--- src/core/rsp_pkg.sv ---
// Constants shared by the radio serial host port and its input synchroniser.
package rsp_pkg;

    // Synchroniser lanes for inputs that arrive from outside the sys_clk domain.
    localparam int SY_SCK = 0;
    localparam int SY_SEL_N = 1;
    localparam int SY_MOSI = 2;
    localparam int SY_SHARED_SERIAL_DATA_PIN = 3;
    localparam int SY_OSC = 4;
    localparam int SY_LOWBAT = 5;
    localparam int SYNC_W = 6;
    localparam logic [SYNC_W-1:0] SYNC_RST = 6'h02;

    // Command byte layout.
    localparam int CMD_DIR_BIT = 7;
    localparam int CMD_INC_BIT = 6;
    localparam int ADDR_W = 6;
    localparam logic [2:0] BIT_LAST = 3'h7;
    localparam logic [2:0] BIT_FIRST = 3'h0;

    // Register addresses of the registers held inside this block.
    localparam logic [5:0] REG_TX_IRQ_EN = 6'h02;
    localparam logic [5:0] REG_TX_STATUS = 6'h04;
    localparam logic [5:0] REG_RX_IRQ_EN = 6'h05;
    localparam logic [5:0] REG_RX_CFG = 6'h06;
    localparam logic [5:0] REG_RX_STATUS = 6'h08;
    localparam logic [5:0] REG_SYS_STATUS = 6'h09;
    localparam logic [5:0] REG_IRQ_CFG = 6'h0A;
    localparam logic [5:0] REG_CLK_CFG = 6'h0B;
    localparam logic [5:0] REG_PWR_CFG = 6'h0C;
    localparam logic [5:0] REG_SYS_IRQ_EN = 6'h0D;
    localparam logic [5:0] REG_XACT_CFG = 6'h0F;
    localparam logic [5:0] REG_RSSI = 6'h13;

    // Transaction configuration fields.
    localparam int XACT_FORCE_BIT = 5;
    localparam int XACT_END_MSB = 4;
    localparam int XACT_END_LSB = 2;
    localparam logic [2:0] END_SLEEP = 3'h0;
    localparam logic [7:0] XACT_FORCE_MASK = 8'h20;

    // Interrupt pin configuration fields.
    localparam int IRQ_POL_HIGH_BIT = 0;
    localparam int IRQ_OPEN_DRAIN_BIT = 1;
    localparam int IRQ_ON_MOSI_BIT = 2;
    localparam int THREE_WIRE_BIT = 3;

    // Clock output: enable and rate select (0:12, 1:6, 2:3, 3:1.5, 4:0.75 MHz).
    localparam int CLK_EN_BIT = 3;
    localparam int CLK_SEL_MSB = 2;
    localparam logic [7:0] CLK_CFG_RST = 8'h08;

    // Power configuration: automatic sleep and low-battery threshold index.
    localparam int PWR_AUTO_SLEEP_BIT = 3;
    localparam int PWR_LB_MSB = 2;

    // Receiver configuration.
    localparam int RX_AGC_BIT = 7;
    localparam int RX_GAIN_BIT = 6;
    localparam int RX_ATT_BIT = 5;
    localparam logic [7:0] RX_CFG_RST = 8'h40;

    // System status bits.
    localparam int SYS_OSC_RDY_BIT = 0;
    localparam int SYS_LOWBAT_BIT = 1;

    // Least spacing between two signal-strength samples.
    localparam int CLK_PERIOD_NS = 5;
    localparam int RSSI_GAP_NS = 12000;
    localparam int RSSI_GAP_CYC = (RSSI_GAP_NS + CLK_PERIOD_NS - 1) / CLK_PERIOD_NS;
    localparam int RSSI_TMR_W = 12;
    localparam logic [RSSI_TMR_W-1:0] RSSI_TMR_LOAD = RSSI_TMR_W'(RSSI_GAP_CYC - 1);

endpackage

--- src/core/rsp_sync.sv ---
// Three-stage input synchroniser whose output moves once stages two and three agree.
`timescale 1ns/1ps
`default_nettype none
module rsp_sync (
    input wire logic sys_clk, // System clock.
    input wire logic reset_n, // Asynchronous reset, active low.
    input wire logic [rsp_pkg::SYNC_W-1:0] async_in, // Raw pin levels.
    output logic [rsp_pkg::SYNC_W-1:0] sync_out // Filtered, synchronous levels.
);
    import rsp_pkg::*;

    typedef struct packed {
        logic [SYNC_W-1:0] s1;
        logic [SYNC_W-1:0] s2;
        logic [SYNC_W-1:0] s3;
        logic [SYNC_W-1:0] out;
    } rsp_sync_t;

    rsp_sync_t q_q;
    rsp_sync_t q_d;

    always_comb begin
        q_d = q_q;
        q_d.s1 = async_in;
        q_d.s2 = q_q.s1;
        q_d.s3 = q_q.s2;
        // Only lanes where the two settled stages agree are allowed to move.
        q_d.out = (q_q.s2 ~^ q_q.s3) & q_q.s3 | (q_q.s2 ^ q_q.s3) & q_q.out;
    end

    always_ff @(posedge sys_clk or negedge reset_n) begin
        if (!reset_n) begin
            q_q.s1 <= SYNC_RST;
            q_q.s2 <= SYNC_RST;
            q_q.s3 <= SYNC_RST;
            q_q.out <= SYNC_RST;
        end else begin
            q_q <= q_d;
        end
    end

    assign sync_out = q_q.out;

endmodule // rsp_sync
`default_nettype wire

--- src/core/rsp_port.sv ---
// Serial register port of the radio with interrupt pin, sleep control and signal strength.
//
// Overview of operation
// - Command byte bit 7 high means register write, low means register read.
// - Command bit 6 set advances the address after every data byte.
// - Command byte carries a six-bit address; eight-bit data bytes follow.
// - Host clocks and selects low; data in on master-out, out on master-in.
// - Any number of data bytes follow; select high ends the burst.
// - FIFO files use non-incrementing bursts so bytes hit one address.
// - Three-wire mode shares one data pin; host tri-states except sending.
// - Interrupt on master-out pin only while select high; host releases it.
// - Serial port works without the internal oscillator, so in sleep too.
// - Interrupt polarity and push-pull or open-drain driver are programmable.
// - Transmit, receive and system sources share one pin, each enabled.
// - Interrupt enables survive switching between transmit and receive.
// - Status bits show events even when their enable is off.
// - Clock output with five selectable rates, on after reset, can stop.
// - Force-finish with end state zero puts device to sleep promptly.
// - Optional sleep after transaction; wake when told to transmit or receive.
// - After wake, optional interrupt once the oscillator is stable.
// - Low-battery result readable, live not latched, unmonitored in sleep.
// - Without auto gain the gain bit sets gain; attenuation bit adds loss.
// - During receive, five-bit strength sample taken at start of packet.
// - Each strength read triggers a new sample, at most one per 12 us.
`timescale 1ns/1ps
`default_nettype none
module rsp_port (
    input wire logic sys_clk, // Always-on system clock.
    input wire logic reset_n, // Asynchronous reset, active low.
    input wire logic spi_sck, // Serial clock pin from the host.
    input wire logic spi_sel_n, // Select pin from the host, active low.
    input wire logic spi_mosi_i, // Master-out pin level.
    output logic spi_mosi_o, // Master-out pin drive value (interrupt option).
    output logic spi_mosi_oe, // Master-out pin drive enable.
    output logic spi_miso_o, // Master-in pin drive value.
    output logic spi_miso_oe, // Master-in pin drive enable.
    input wire logic shared_serial_data_pin_i, // Shared serial data pin level.
    output logic shared_serial_data_pin_o, // Shared serial data pin drive value.
    output logic shared_serial_data_pin_oe, // Shared serial data pin drive enable.
    output logic irq_o, // Interrupt pin drive value.
    output logic irq_oe, // Interrupt pin drive enable.
    output logic [rsp_pkg::ADDR_W-1:0] ext_raddr, // Read address for outside registers.
    input wire logic [7:0] ext_rdata, // Outside register data for ext_raddr.
    output logic ext_rd_stb, // Outside register was read (FIFO pop).
    output logic ext_wr_stb, // Outside register write strobe.
    output logic [rsp_pkg::ADDR_W-1:0] ext_addr, // Address of the strobed access.
    output logic [7:0] ext_wdata, // Data of the write strobe.
    input wire logic [7:0] tx_status, // Transmit event conditions.
    input wire logic [7:0] rx_status, // Receive event conditions.
    input wire logic radio_go, // Pulse: radio commanded into transmit or receive.
    input wire logic xact_done, // Pulse: packet transaction finished.
    input wire logic osc_stable, // Oscillator stable indication (asynchronous).
    output logic osc_enable, // Crystal oscillator run enable.
    output logic sleep, // Device is in sleep.
    output logic [2:0] xact_end_state, // Configured transaction end state.
    input wire logic lowbat_cmp, // Battery below threshold (asynchronous).
    output logic [2:0] lowbat_thresh, // Low-battery threshold index.
    output logic lowbat_mon_en, // Battery monitor enable.
    output logic auto_gain_enable_bit, // Automatic gain control on.
    output logic receive_gain_bit, // Full receiver gain when set.
    output logic receive_attenuation_bit, // Extra receiver attenuation.
    input wire logic rx_active, // Receiver is running.
    input wire logic sop_det, // Pulse: start of packet detected.
    input wire logic [4:0] rssi_in, // Live signal-strength measurement.
    output logic clkout_en, // Clock output enable.
    output logic [2:0] clkout_sel // Clock output rate select.
);
    import rsp_pkg::*;

    typedef struct packed {
        logic sck_prev;
        logic [2:0] bit_cnt;
        logic first;
        logic dir;
        logic inc;
        logic [5:0] addr;
        logic [7:0] rx_sh;
        logic [7:0] tx_sh;
        logic [7:0] xact_cfg;
        logic [7:0] irq_cfg;
        logic [7:0] tx_en;
        logic [7:0] rx_en;
        logic [7:0] sys_en;
        logic [7:0] clk_cfg;
        logic [7:0] pwr_cfg;
        logic [7:0] rx_cfg;
        logic sleep;
        logic osc_wait;
        logic osc_rdy;
        logic [4:0] rssi;
        logic rssi_pend;
        logic [RSSI_TMR_W-1:0] rssi_tmr;
        logic ext_wr;
        logic ext_rd;
        logic [5:0] ext_addr;
        logic [7:0] ext_wdata;
    } rsp_port_t;

    rsp_port_t s_q;
    rsp_port_t s_d;

    logic [SYNC_W-1:0] pin_s;
    logic sel_n_s;
    logic sck_rise;
    logic sck_fall;
    logic three_wire;
    logic din;
    logic [7:0] byte_in;
    logic byte_done;
    logic [5:0] next_addr;
    logic [5:0] rd_addr;
    logic [7:0] rd_data;
    logic rd_int;
    logic lowbat_live;
    logic [7:0] sys_stat;
    logic irq_act;
    logic irq_lvl;
    logic irq_od;

    // The port is sampled on sys_clk, which keeps running in sleep; only the crystal
    // behind osc_enable stops, so register access never depends on it.
    rsp_sync u_sync (
        .sys_clk(sys_clk),
        .reset_n(reset_n),
        .async_in({lowbat_cmp, osc_stable, shared_serial_data_pin_i, spi_mosi_i, spi_sel_n, spi_sck}),
        .sync_out(pin_s)
    );

    assign sel_n_s = pin_s[SY_SEL_N];
    assign sck_rise = pin_s[SY_SCK] & ~s_q.sck_prev & ~sel_n_s;
    assign sck_fall = ~pin_s[SY_SCK] & s_q.sck_prev & ~sel_n_s;
    assign three_wire = s_q.irq_cfg[THREE_WIRE_BIT];
    assign din = three_wire ? pin_s[SY_SHARED_SERIAL_DATA_PIN] : pin_s[SY_MOSI];
    assign byte_in = {s_q.rx_sh[6:0], din};
    assign byte_done = sck_rise & (s_q.bit_cnt == BIT_LAST);
    assign next_addr = s_q.addr + {5'h00, s_q.inc};
    assign rd_addr = s_q.first ? byte_in[5:0] : next_addr;
    assign lowbat_live = pin_s[SY_LOWBAT] & ~s_q.sleep;
    assign sys_stat = {6'h00, lowbat_live, s_q.osc_rdy};

    // Status is visible regardless of enables; the enables only gate the pin.
    assign irq_act = |(tx_status & s_q.tx_en) | |(rx_status & s_q.rx_en)
        | |(sys_stat & s_q.sys_en);
    assign irq_lvl = s_q.irq_cfg[IRQ_POL_HIGH_BIT] ? irq_act : ~irq_act;
    assign irq_od = s_q.irq_cfg[IRQ_OPEN_DRAIN_BIT];

    always_comb begin
        rd_int = 1'b1;
        unique case (rd_addr)
            REG_TX_IRQ_EN: rd_data = s_q.tx_en;
            REG_TX_STATUS: rd_data = tx_status;
            REG_RX_IRQ_EN: rd_data = s_q.rx_en;
            REG_RX_CFG: rd_data = s_q.rx_cfg;
            REG_RX_STATUS: rd_data = rx_status;
            REG_SYS_STATUS: rd_data = sys_stat;
            REG_IRQ_CFG: rd_data = s_q.irq_cfg;
            REG_CLK_CFG: rd_data = s_q.clk_cfg;
            REG_PWR_CFG: rd_data = s_q.pwr_cfg;
            REG_SYS_IRQ_EN: rd_data = s_q.sys_en;
            REG_XACT_CFG: rd_data = s_q.xact_cfg;
            REG_RSSI: rd_data = {3'h0, s_q.rssi};
            default: begin
                rd_int = 1'b0;
                rd_data = ext_rdata;
            end
        endcase
    end

    always_comb begin
        s_d = s_q;
        s_d.ext_wr = 1'b0;
        s_d.ext_rd = 1'b0;
        s_d.sck_prev = pin_s[SY_SCK];
        if (s_q.rssi_tmr != '0) begin
            s_d.rssi_tmr = s_q.rssi_tmr - 1'b1;
        end
        // Wake on a transmit or receive command, sleep after a transaction if asked.
        if (radio_go && s_q.sleep) begin
            s_d.sleep = 1'b0;
            s_d.osc_wait = 1'b1;
        end else if (xact_done && s_q.pwr_cfg[PWR_AUTO_SLEEP_BIT]) begin
            s_d.sleep = 1'b1;
        end
        if (sel_n_s) begin
            s_d.bit_cnt = BIT_FIRST;
            s_d.first = 1'b1;
            s_d.tx_sh = 8'h00;
        end else if (sck_rise) begin
            s_d.rx_sh = byte_in;
            s_d.bit_cnt = s_q.bit_cnt + 3'h1;
        end else if (sck_fall && s_q.bit_cnt != BIT_FIRST) begin
            s_d.tx_sh = {s_q.tx_sh[6:0], 1'b0};
        end
        if (byte_done) begin
            if (s_q.first) begin
                s_d.first = 1'b0;
                s_d.dir = byte_in[CMD_DIR_BIT];
                s_d.inc = byte_in[CMD_INC_BIT];
                s_d.addr = byte_in[5:0];
            end else begin
                s_d.addr = next_addr;
            end
            if (s_q.first ? !byte_in[CMD_DIR_BIT] : !s_q.dir) begin
                // Read: prefetch the byte for the next eight clocks.
                s_d.tx_sh = rd_data;
                s_d.ext_rd = ~rd_int;
                s_d.ext_addr = rd_addr;
                if (rd_addr == REG_SYS_STATUS) begin
                    s_d.osc_rdy = 1'b0;
                end
                if (rd_addr == REG_RSSI) begin
                    s_d.rssi_pend = 1'b1;
                end
            end else if (!s_q.first) begin
                unique case (s_q.addr)
                    REG_TX_IRQ_EN: s_d.tx_en = byte_in;
                    REG_RX_IRQ_EN: s_d.rx_en = byte_in;
                    REG_SYS_IRQ_EN: s_d.sys_en = byte_in;
                    REG_RX_CFG: s_d.rx_cfg = byte_in;
                    REG_IRQ_CFG: s_d.irq_cfg = byte_in;
                    REG_CLK_CFG: s_d.clk_cfg = byte_in;
                    REG_PWR_CFG: s_d.pwr_cfg = byte_in;
                    REG_XACT_CFG: begin
                        // The force bit acts once and is not stored.
                        s_d.xact_cfg = byte_in & ~XACT_FORCE_MASK;
                        if (byte_in[XACT_FORCE_BIT]
                            && byte_in[XACT_END_MSB:XACT_END_LSB] == END_SLEEP) begin
                            s_d.sleep = 1'b1;
                            s_d.osc_wait = 1'b0;
                        end
                    end
                    REG_TX_STATUS, REG_RX_STATUS, REG_SYS_STATUS, REG_RSSI: begin
                        s_d.ext_wr = 1'b0;
                    end
                    default: begin
                        s_d.ext_wr = 1'b1;
                        s_d.ext_addr = s_q.addr;
                        s_d.ext_wdata = byte_in;
                    end
                endcase
            end
        end
        // A stable oscillator after wake sets the flag even in a clearing read.
        if (s_q.osc_wait && pin_s[SY_OSC] && !s_d.sleep) begin
            s_d.osc_wait = 1'b0;
            s_d.osc_rdy = 1'b1;
        end
        if (sop_det && rx_active) begin
            s_d.rssi_pend = 1'b1;
        end
        // One timer spaces every sample, whether caused by a packet or a read.
        if (s_q.rssi_pend && rx_active && s_q.rssi_tmr == '0) begin
            s_d.rssi = rssi_in;
            s_d.rssi_pend = 1'b0;
            s_d.rssi_tmr = RSSI_TMR_LOAD;
        end
    end

    always_ff @(posedge sys_clk or negedge reset_n) begin
        if (!reset_n) begin
            s_q <= '0;
            s_q.first <= 1'b1;
            s_q.clk_cfg <= CLK_CFG_RST;
            s_q.rx_cfg <= RX_CFG_RST;
        end else begin
            s_q <= s_d;
        end
    end

    // Pins. In three-wire mode only the read data phase drives the shared pin.
    assign spi_miso_o = s_q.tx_sh[7];
    assign spi_miso_oe = ~sel_n_s & ~three_wire;
    assign shared_serial_data_pin_o = s_q.tx_sh[7];
    assign shared_serial_data_pin_oe = ~sel_n_s & three_wire & ~s_q.first & ~s_q.dir;
    assign spi_mosi_o = irq_od ? 1'b0 : irq_lvl;
    assign spi_mosi_oe = s_q.irq_cfg[IRQ_ON_MOSI_BIT] & sel_n_s & (~irq_od | ~irq_lvl);
    assign irq_o = irq_od ? 1'b0 : irq_lvl;
    assign irq_oe = ~irq_od | ~irq_lvl;
    assign ext_raddr = rd_addr;
    assign ext_rd_stb = s_q.ext_rd;
    assign ext_wr_stb = s_q.ext_wr;
    assign ext_addr = s_q.ext_addr;
    assign ext_wdata = s_q.ext_wdata;
    assign sleep = s_q.sleep;
    assign osc_enable = ~s_q.sleep;
    assign xact_end_state = s_q.xact_cfg[XACT_END_MSB:XACT_END_LSB];
    assign lowbat_thresh = s_q.pwr_cfg[PWR_LB_MSB:0];
    assign lowbat_mon_en = ~s_q.sleep;
    assign auto_gain_enable_bit = s_q.rx_cfg[RX_AGC_BIT];
    assign receive_gain_bit = s_q.rx_cfg[RX_GAIN_BIT];
    assign receive_attenuation_bit = s_q.rx_cfg[RX_ATT_BIT];
    assign clkout_en = s_q.clk_cfg[CLK_EN_BIT];
    assign clkout_sel = s_q.clk_cfg[CLK_SEL_MSB:0];
endmodule // rsp_port
`default_nettype wire

--- config.mk ---
export PLATFORM = sky130hd
export DESIGN_NAME = rsp_port
export DESIGN_NICKNAME = d
export VERILOG_FILES = /design/src/core/rsp_pkg.sv /design/src/core/rsp_sync.sv /design/src/core/rsp_port.sv
export SDC_FILE = /design/constraint.sdc
export NUM_CORES = 1
export LEC_CHECK = 0
export BUFFER_PORTS_ARGS = -buffer_cell sky130_fd_sc_hd__buf_4
export CAP_MARGIN = 20
export CORE_MARGIN = 10
export CORE_UTILIZATION = 59
export CTS_CLUSTER_SIZE = 16
export DETAILED_ROUTE_END_ITERATION = 10
export PLACE_DENSITY = 0.81
export REMOVE_ABC_BUFFERS = 1
export SYNTH_ARGS = -nofsm -noshare
export SYNTH_HDL_FRONTEND = slang
export SYNTH_SLANG_ARGS = --single-unit
--- constraint.sdc ---
create_clock -name sys_clk -period 3.41 [get_ports sys_clk]
set_input_delay 0.1705 -clock sys_clk [delete_from_list [all_inputs] [get_ports sys_clk]]
set_output_delay 0.1705 -clock sys_clk [all_outputs]
set_load 0.03 [all_outputs]
==> impl_results.md, run 1 <==
- Crit path max fanout: 11
- Synth Instances: 650
- Final setup viols: 0
- Worst Reg2Reg Path Length in Cells: 9
- Final Hold Viols: 0
- Pwr dens: 556 nW/um^2
- Worst setup SP type: flop
- Unrepaired setup endpoints after global routing: false
- Hold Path Depth: 3
- Routed via count: 5754
- Post-DRT Antenna Nets: 0
- Share of the synthesized area in the top cell type: 48.6%
- Core ar.: 12500 um^2
- Synth-to-layout area growth: 18.4%
- Clock skew: 14.8 ps
- Gr usage total: 24.2%
- Reg clk slew, reported paths: 60 ps
- Hold Path End: s_q[28]
- Worst-margin pin slew: 930 ps
- First-pass DRT Iterations: 7
- CTS tree: built
- Most frequent cells in the layout: dfrtp_1 (145), buf_4 (104), mux2_2 (88), nand2_1 (43), nor2_1 (42)
- Vias in the first global route: 6086
- Top FF cell, synth: dfrtp_1
- Hold path startpoint: sop_det
- Seq cells post-synth: 152
- Commonest non-fill, non-tap cell in the layout: dfrtp_1
- Clk_lat worst skew: 440 ps
- Placed cells: 870
- Final core occ: 70.6%
- Reg2reg setup slack: 310 ps
- CP bufs+invs: 0
- Resized Gates After CTS: 0
- Register area share after synthesis: 51.1%
- H-tree levels: 4
- Worst min path class: in -> reg
- Initial core utilization: 59.6%
- Crit end category: flop
- Max-slew headroom: 38.0%
- R2r startpoint: s_q[117]
- Max-Cap Viols: 0
- Ys async rst share: 100%
- EDFF count, synth: 0
- Min cycle time layout: 3100 ps
- Clk sink count: 152
- Fill cell count: 939
- Hold Buf Count CTS: 12
- DRT iter0 DRCs: 709
- Setup repair bufs after CTS: 0
- Arrival time at the worst endpoint: 3430 ps
- Most common cell type on the critical path: ha_1
- Multi-input logic area: 3260 um^2
- WL final: 21100 um
- CTS root buffer: clkbuf_16
- Synthesis warning total: 0
- Final Non-Filler Cells: 914
- Dominant cell type by area after synthesis: dfrtp_1
- Register area: 3810 um^2
- Setup_tns: 0 ps
- Critical path's top delay family: compound AO/OA/AOI/OAI gates
- Crit path largest cell delay: 520 ps
- Final RePlAce weighted congestion: 0.963
- Status: finished clean
- Final antenna diode count: 0
- Slowest CP cell: dfrtp_1
- I/O Buffers: 86
- Post-synthesis cell type count: 69
- First-pass GRT wire length: 33700 um
- Clock Tree Buf Depth: 2
- Largest net degree at the start of global routing: 101
- Num rows: 41
- Cell Chain, Critical Path: ha_1 > ha_1 > a311o_1 > o221a_4 > nor3_2 > nand3_1 > o2bb2ai_1 > a211oi_1 > a22oi_1
- Period utilization: 91.0%
- # IOs: 87
- Crit Path Category: reg -> reg
- Height of the chip: 132 um
- Post-synth design cell area: 7460 um^2
- Achievable Freq: 0.322 GHz
- Reg-to-Reg End: shared_serial_data_pin_o
- Drt via density: 6.30
- Syn Area/Cell: 11.5 um^2
- Dpl hpwl: 15100 um
- Area post-placement: 8150 um^2
- Leading post-synthesis cells by cell area: dfrtp_1 (49%), mux2_2 (13%), buf_4 (2.9%)
- Drc violations: 0
- Final net count: 782
- Die X: 132 um
- Max-slew violation count: 0
- Die area: 17500 um^2
- Worst VDD drop: 422 uV
- Layout cell share with drive strength beyond 1: 33.7%
- Leak: 4.22 nW
- Initial antenna violation count: 0
- Endpoint required time on the critical path: 3740 ps
- Total power: 0.00492 W
- WL per Instance: 23.1 um
- Cell area after layout: 8830 um^2
- Overflow after GRT: 0
- CTS Buf Count: 17
## flip-flops by register name, indices dropped and copies added, names as in the netlist
register / flops
auto_gain_enable_bit: 1
u_sync.q_q: 6
xact_end_state: 3
lowbat_thresh: 3
ext_addr: 6
receive_gain_bit: 1
byte_in: 7
clkout_en: 1
receive_attenuation_bit: 1
u_sync.sync_out: 6
u_sync.q_d: 12
ext_wdata: 8
shared_serial_data_pin_o: 1
ext_wr_stb: 1
ext_rd_stb: 1
sleep: 1
irq_od: 1
s_q: 89
clkout_sel: 3
## routing by layer
layer,vias to the layer above,share of wire (%),wire length [um],track usage (%)
li1,2508,-,-,-
met1,2886,41,8650,30.5
met2,315,47,9930,38.3
met3,45,9.3,1960,7.53
met4,0,2.8,597,9.23
met5,-,0,0,0
## cell usage after synthesis, types with 7 or more instances
master and number:
clkbuf_1 18, a21oi_1 27, a22oi_1 18, inv_1 14
mux2i_1 17, and3_1 10, mux2_2 88, nand2_1 43
nor2b_1 9, dfrtp_1 145, buf_2 11, buf_4 29
ha_1 12, dfstp_2 7, nor2_1 42, o21ai_0 20
nor3_1 9, nand3_1 15
## per-stage QoR
step | setup WS, ps | hold slack (ps)
2_1_floorplan | 326 | -125
3_3_place_gp | 494 | 279
3_5_place_dp | 407 | 281
4_1_cts | 363 | 5.29
5_1_grt | 133 | 3.20
6_report | 308 | 12.8
## tightest hold or removal path: stages
cell,delay (ps)
buf_4,80
a221oi_1,70
nor2_1,80
## worst max path at each step
stage	start	to	slack (ps)	depth (start not counted)
after floorplan	s_q[117]	s_q[106]	330	9
after global placement	s_q[117]	s_q[102]	490	9
after detailed placement	s_q[117]	s_q[102]	410	9
after CTS	s_q[117]	s_q[102]	360	9
after global routing	s_q[117]	s_q[101]	130	9
final	s_q[117]	shared_serial_data_pin_o	310	9
## final cells by class
class,count,share of cell area (%)
Timing Repair Buffer,118,10.6
Sequential cell,152,43.2
Inverter,14,0.595
Tap cell,172,2.44
Clock inverter,14,1.54
Clock buffer,18,4.86
Multi-Input combinational cell,426,36.9
## cells by family (layout without fill, tap and decap cells)
| group | count (synthesis) | after routing | share of synthesized area (%) |
|---|---|---|---|
| AND/OR/NAND/NOR | 167 | 167 | 12.1 |
| flip-flops | 152 | 152 | 51.1 |
| AO/OA/AOI/OAI | 133 | 133 | 12.9 |
| multiplexers | 106 | 106 | 15.7 |
| buffers and inverters | 72 | 164 | 5.27 |
| adder cells (fa/ha/maj) | 12 | 12 | 2.01 |
| XOR/XNOR | 8 | 8 | 0.939 |
## where the power goes
part           internal [W]  total, W  leakage (nW)  switching, W
sequential          0.00187   0.00200          2.03      0.000131
combinational      0.000383   0.00110          1.92      0.000717
clock               0.00102   0.00181         0.274      0.000794
total               0.00327   0.00492          4.22       0.00164
No activity file was read; power rests on OpenSTA's default activity.
==> run 2, diff against run 1 <==
ABC_AREA = 1   (was unset)
CELL_PAD_IN_SITES_DETAIL_PLACEMENT = 0   (was unset)
CELL_PAD_IN_SITES_GLOBAL_PLACEMENT = 1   (was unset)
CORE_UTILIZATION = 44   (was 59)
PLACE_DENSITY = 0.8   (was 0.81)
==> impl_results.md, run 2 <==
- Status: finished clean
- Endpoint required time on the critical path: 3730 ps (about the same)
- Drt via density: 5.15 (-18%)
- EDFF count, synth: 0 (unchanged)
- Final setup viols: 0 (unchanged)
- Synthesis warning total: 0 (unchanged)
- Achievable Freq: 0.368 GHz (+14%)
- Hold path startpoint: radio_go
- Largest register FFs: 89 (unchanged)
- Min cycle time layout: 2720 ps (-384 ps)
- Syn Area/Cell: 8.11 um^2 (-29%)
- Initial antenna violation count: 0 (unchanged)
- Crit path max fanout: 76 (+65)
- Period utilization: 79.7% (-11 points)
- Final antenna diode count: 0 (unchanged)
- CTS tree: built
- WL final: 22200 um (+4.9%)
- Post-DRT Antenna Nets: 0 (unchanged)
- First-pass DRT Iterations: 6 (-1)
- DRT iter0 DRCs: 474 (-33%)
- Arrival time at the worst endpoint: 3040 ps (-390 ps)
- Leading post-synthesis cells by cell area: dfrtp_1 (47%), nand2_1 (13%), nand3_1 (7.3%)
- Seq cells post-synth: 152 (unchanged)
- Most frequent cells in the layout: nand2_1 (261), dfrtp_1 (145), nand3_1 (113), inv_1 (90), buf_4 (90)
- Dominant cell type by area after synthesis: dfrtp_1
- Setup_tns: 0 ps (unchanged)
- Most flops, register: s_q
- Reg-to-Reg End: s_q[107]
- Final RePlAce weighted congestion: 0.924 (-4.0%)
- Final Non-Filler Cells: 1261 (+38%)
- Core ar.: 17300 um^2 (+38%)
- Crit Path Category: reg -> reg
- Worst Reg2Reg Path Length in Cells: 15 (+6)
- Die X: 153 um (+15%)
- Clock Tree Buf Depth: 2 (unchanged)
- Overflow after GRT: 0 (unchanged)
- Multi-input logic area: 3170 um^2 (-2.8%)
- Reg2reg setup slack: 690 ps (+380 ps)
- Height of the chip: 153 um (+15%)
- Reg clk slew, reported paths: 60 ps (about the same)
- Drc violations: 0 (unchanged)
- Num rows: 48 (+17%)
- Synth Instances: 956 (+47%)
- Gr usage total: 19.2% (-5.0 points)
- Max-slew violation count: 0 (unchanged)
- Max-slew headroom: 45.1% (+7.1 points)
- Synth-to-layout area growth: 17.7%
- Resized Gates After CTS: 0 (unchanged)
- CTS Buf Count: 17 (unchanged)
- Largest net degree at the start of global routing: 87 (-14%)
- Max-Cap Viols: 0 (unchanged)
- Unrepaired setup endpoints after global routing: false
- R2r startpoint: s_q[117]
- Commonest non-fill, non-tap cell in the layout: nand2_1
- Worst-margin pin slew: 823 ps (-107 ps)
- Crit end category: flop
- Setup repair bufs after CTS: 0 (unchanged)
- Register area share after synthesis: 49.2% (-1.9 points)
- Post-synthesis cell type count: 41 (-41%)
- First-pass GRT wire length: 35900 um (+6.6%)
- Post-synth design cell area: 7760 um^2 (+4.0%)
- Most common cell in the synthesized netlist: nand2_1
- Vias in the first global route: 6426 (+5.6%)
- Pwr dens: 631 nW/um^2 (+13%)
- Die area: 23300 um^2 (+33%)
- Share of the synthesized area in the top cell type: 46.8% (-1.9 points)
- Ys async rst share: 100% (unchanged)
- Final net count: 1076 (+38%)
- Cell Chain, Critical Path: ha_1 > ha_1 > nand2_1 > inv_1 > nand3_1 > nand2_2 > a21oi_4 > buf_12 > nand2_1 > nand3_2 > nor2_4 > inv_1 > nand3_1 > nand2_1 > nand2_1
- # IOs: 87 (unchanged)
- WL per Instance: 17.6 um (-24%)
- Register area: 3810 um^2 (unchanged)
- Initial core utilization: 44.8% (-15 points)
- Top cells by count, synth: nand2_1 (261), dfrtp_1 (145), nand3_1 (113)
- Top FF cell, synth: dfrtp_1
- I/O Buffers: 86 (unchanged)
- CTS root buffer: clkbuf_16
- H-tree levels: 4 (unchanged)
- Layout cell share with drive strength beyond 1: 16.8% (-17 points)
- Worst setup SP type: flop
- Clk_lat worst skew: 430 ps (about the same)
- Final Hold Viols: 0 (unchanged)
- Placed cells: 1216 (+40%)
- Leak: 4.60 nW (+9.0%)
- Crit path largest cell delay: 450 ps (-70 ps)
- Worst VDD drop: 372 uV (-12%)
- Most common cell type on the critical path: nand2_1
- Worst min path class: in -> reg
- Clock skew: 5.44 ps (-9.35 ps)
- Hold Path Depth: 3 (unchanged)
- Slowest CP cell: dfrtp_1
- Fill cell count: 1680 (+79%)
- Hold Path End: s_q[35]
- Dpl hpwl: 16000 um (+6.0%)
- Routed via count: 6495 (+13%)
- Clk sink count: 152 (unchanged)
==> run 2: cell types whose count changed after synthesis, moves of 18 or more <==
cell	previous run	this run
nand2_1	43	261
mux2_2	88	3
inv_1	14	90
a22oi_1	18	0
o21ai_0	20	86
nand3_1	15	113
==> run 2: metrics by stage <==
stage	setup WS, ps	util, %	power, W	hold WS (ps)	area [um^2]
final	692	52.8	0.00576	11.5	9130
after global routing	467	52.8	0.00607	37.0	9130
after CTS	721	52.8	0.00580	2.11	9130
after detailed placement	725	48.2	0.00366	280	8340
after global placement	763	48.2	0.00364	280	8340
after floorplan	231	-	0.00305	-125	7350
==> run 2: critical path: cells and delay by family, from the launching register on <==
kind	cells	cell delay [ps]
adder cells (fa/ha/maj)	2	470
AO/OA/AOI/OAI	1	320
AND/OR/NAND/NOR	9	820
flip-flops	1	450
buffers and inverters	3	480
==> run 2: final cells by class <==
cell class              instances  share of cell area (%)
well taps                     225                    3.08
inverters                      99                    4.12
flip-flops and latches        152                    41.7
multi-input cells             648                    34.7
clock buffers                  19                    4.85
clock inverters                13                    2.37
repair buffers                105                    9.17
==> run 2: per-layer routing <==
layer	wire length (um)	track usage [%]	vias up
li1	-	-	3219
met1	10400	26.3	3053
met2	10100	29.6	192
met3	1170	3.53	31
met4	535	7.22	0
met5	0	0	-
==> run 2: worst max path at each step <==
stage | start | endpoint | slack (ps)
after detailed placement | s_q[125] | s_q[107] | 730
after CTS | s_q[125] | s_q[107] | 720
after global routing | s_q[117] | s_q[107] | 470
after floorplan | s_q[117] | s_q[107] | 230
after global placement | s_q[125] | s_q[102] | 760
final | s_q[117] | s_q[107] | 690
==> run 2: logic make-up (layout without fill, tap and decap cells) <==
group	count (synthesis)	after routing	share of synthesized area (%)
AO/OA/AOI/OAI	147	147	10.4
XOR/XNOR	6	6	0.678
adder cells (fa/ha/maj)	12	12	1.94
buffers and inverters	156	236	10.0
flip-flops	152	152	49.2
multiplexers	3	3	0.436
AND/OR/NAND/NOR	480	480	27.4
==> run 2: power breakdown <==
| group | switching [W] | internal [W] | leakage [nW] | total (W) |
|---|---|---|---|---|
| combinational | 0.00116 | 0.000408 | 2.28 | 0.00157 |
| clock | 0.000783 | 0.00133 | 0.316 | 0.00211 |
| sequential | 0.000124 | 0.00196 | 2.01 | 0.00208 |
==> run 2: timing repair <==
action | 4_1_cts | 5_1_grt
hold buffers | 13 | 0
endpoints found under the setup margin | 0 | 0
endpoints found under the hold margin | 92 | 0
==> run 3, diff against run 2 <==
ABC_AREA = 0   (was 1)
CORE_UTILIZATION = 47   (was 44)
clock period = 2.6 ns   (was 3.41 ns; I/O delays follow)
==> impl_results.md, run 3 (synthesized netlist as in run 1, its figures left out) <==
- Final setup viols: 0 (unchanged)
- WL final: 21900 um (-1.0%)
- H-tree levels: 4 (unchanged)
- Final RePlAce weighted congestion: 0.929 (+0.52%)
- Height of the chip: 146 um (-4.4%)
- Worst-margin pin slew: 645 ps (-177 ps)
- Min cycle time layout: 2560 ps (-158 ps)
- CTS tree: built
- DRT iter0 DRCs: 569 (+20%)
- Reg clk slew, reported paths: 70 ps (about the same)
- Crit end category: flop
- Pwr dens: 738 nW/um^2 (+17%)
- Overflow after GRT: 0 (unchanged)
- Clk_lat worst skew: 430 ps (about the same)
- Crit path max fanout: 4 (-95%)
- Final antenna diode count: 0 (unchanged)
- Final Non-Filler Cells: 1008 (-20%)
- # IOs: 87 (unchanged)
- WL per Instance: 21.8 um (+24%)
- Initial core utilization: 48.5% (+3.7 points)
- Achievable Freq: 0.391 GHz (+6.2%)
- Arrival time at the worst endpoint: 2860 ps (-180 ps)
- Register area: 3820 um^2 (+0.16%)
- Min Hold Slack: 23.8 ps (+12.2 ps)
- Placed cells: 955 (-21%)
- Max-Cap Viols: 0 (unchanged)
- Initial antenna violation count: 0 (unchanged)
- Leak: 4.56 nW (-1.0%)
- Clock skew: 12.2 ps (+6.74 ps)
- Die area: 21300 um^2 (-8.7%)
- Multi-input logic area: 3390 um^2 (+7.1%)
- Drc violations: 0 (unchanged)
- Final Hold Viols: 0 (unchanged)
- Routed via count: 5863 (-9.7%)
- First-pass GRT wire length: 33800 um (-5.9%)
- Most frequent cells in the layout: buf_4 (149), dfrtp_1 (143), mux2_2 (88), nand2_1 (42), nor2_1 (39)
- Largest net degree at the start of global routing: 61 (-30%)
- Gr usage total: 20.1% (+0.87 points)
- I/O Buffers: 86 (unchanged)
- Num rows: 45 (-6.3%)
- First-pass DRT Iterations: 5 (-1)
- Max-slew headroom: 57.0% (+12 points)
- Period utilization: 98.5% (+19 points)
- Final core occ: 62.2% (+9.4 points)
- Final net count: 837 (-22%)
- CTS Buf Count: 17 (unchanged)
- Fill cell count: 1260 (-25%)
- Worst VDD drop: 545 uV (+47%)
- Endpoint required time on the critical path: 2900 ps (-830 ps)
- Worst min path class: in -> reg
- Status: finished clean
- Layout cell share with drive strength beyond 1: 41.4% (+25 points)
- Crit Path Category: reg -> reg
- Max-slew violation count: 0 (unchanged)
- Clk sink count: 152 (unchanged)
- Commonest non-fill, non-tap cell in the layout: buf_4
- Drt via density: 5.82 (+13%)
- Largest register FFs: 89 (unchanged)
- CTS root buffer: clkbuf_16
- Post-DRT Antenna Nets: 0 (unchanged)
- Setup_tns: 0 ps (unchanged)
- Unrepaired setup endpoints after global routing: true
- Total power: 0.00706 W (+23%)
- Synth-to-layout area growth: 28.2%
- Clock Tree Buf Depth: 2 (unchanged)
- Most flops, register: s_q
- Core ar.: 15400 um^2 (-11%)
- Vias in the first global route: 5858 (-8.8%)
- Worst setup SP type: flop
- Die X: 146 um (-4.4%)
- Dpl hpwl: 16200 um (+1.4%)
run 3: cell types whose count changed in the layout (fill, tap and decap cells not counted), moves of 8 or more:
cell,delta
o21ai_0,-67
mux2_2,+85
nand2_1,-219
nor2_1,-16
a22oi_1,+17
nor2b_1,+9
mux2i_1,+17
nand3_1,-98
inv_1,-77
and3_1,+8
buf_4,+59
run 3: per-stage QoR:
step | worst slack [ps] | instance area [um^2]
5_1_grt | -63.7 | 9570
2_1_floorplan | -484 | 7120
3_5_place_dp | -63.9 | 8570
4_1_cts | 6.96 | 9390
3_3_place_gp | -10.1 | 8570
6_report | 39.7 | 9570
run 3: routing by layer:
metal	GRT usage (%)	wire length, um	up-vias
li1	-	-	2642
met1	26.7	9940	2961
met2	30.9	10100	224
met3	5.34	1350	36
met4	7.31	533	0
met5	0	0	-
run 3: power by group:
group          internal [W]  switching, W
registers           0.00245      0.000107
logic              0.000742       0.00111
clock network       0.00156       0.00109
run 3: worst max-delay path, stage by stage, from the launching register on:
cell and delay [ps]:
dfrtp_1 420, ha_4 180, ha_4 280, mux2i_4 80
buf_6 150, a211oi_4 310, and3_1 220, o211ai_1 140
buf_4 170, and2_4 170, a21oi_1 180, a22oi_1 120
run 3: worst paths after layout:
check                           slack, ps  cells past startpoint                        to      startpoint
worst max-delay path                   40                     11  shared_serial_data_pin_o        s_q[117]
max in group asynchronous            1600                      3                 clkout_en         reset_n
min in group asynchronous             260                      2                  s_q[128]         reset_n
worst min-delay path                   20                      3                   s_q[35]        radio_go
worst min register to register        350                      0             u_sync.q_d[9]  u_sync.q_d[15]
worst max register to register         40                     11  shared_serial_data_pin_o        s_q[117]
run 3: cell type report:
class	count	area share [%]
Tap cell	211	2.76
Inverter	14	0.549
Sequential cell	152	39.9
Clock inverter	14	2.13
Multi-Input combinational cell	426	35.4
Timing Repair Buffer	173	14.7
Clock buffer	18	4.49
run 3: repair_timing:
| item | 4_1_cts | 5_1_grt |
|---|---|---|
| cloned | 0 | 1 |
| endpoints found under the hold margin | 63 | 0 |
| gates resized for setup | 6 | 31 |
| hold buffers | 14 | 0 |
| setup buffers | 0 | 7 |
| setup endpoints to repair | 7 | 26 |
| pin swaps | 0 | 20 |
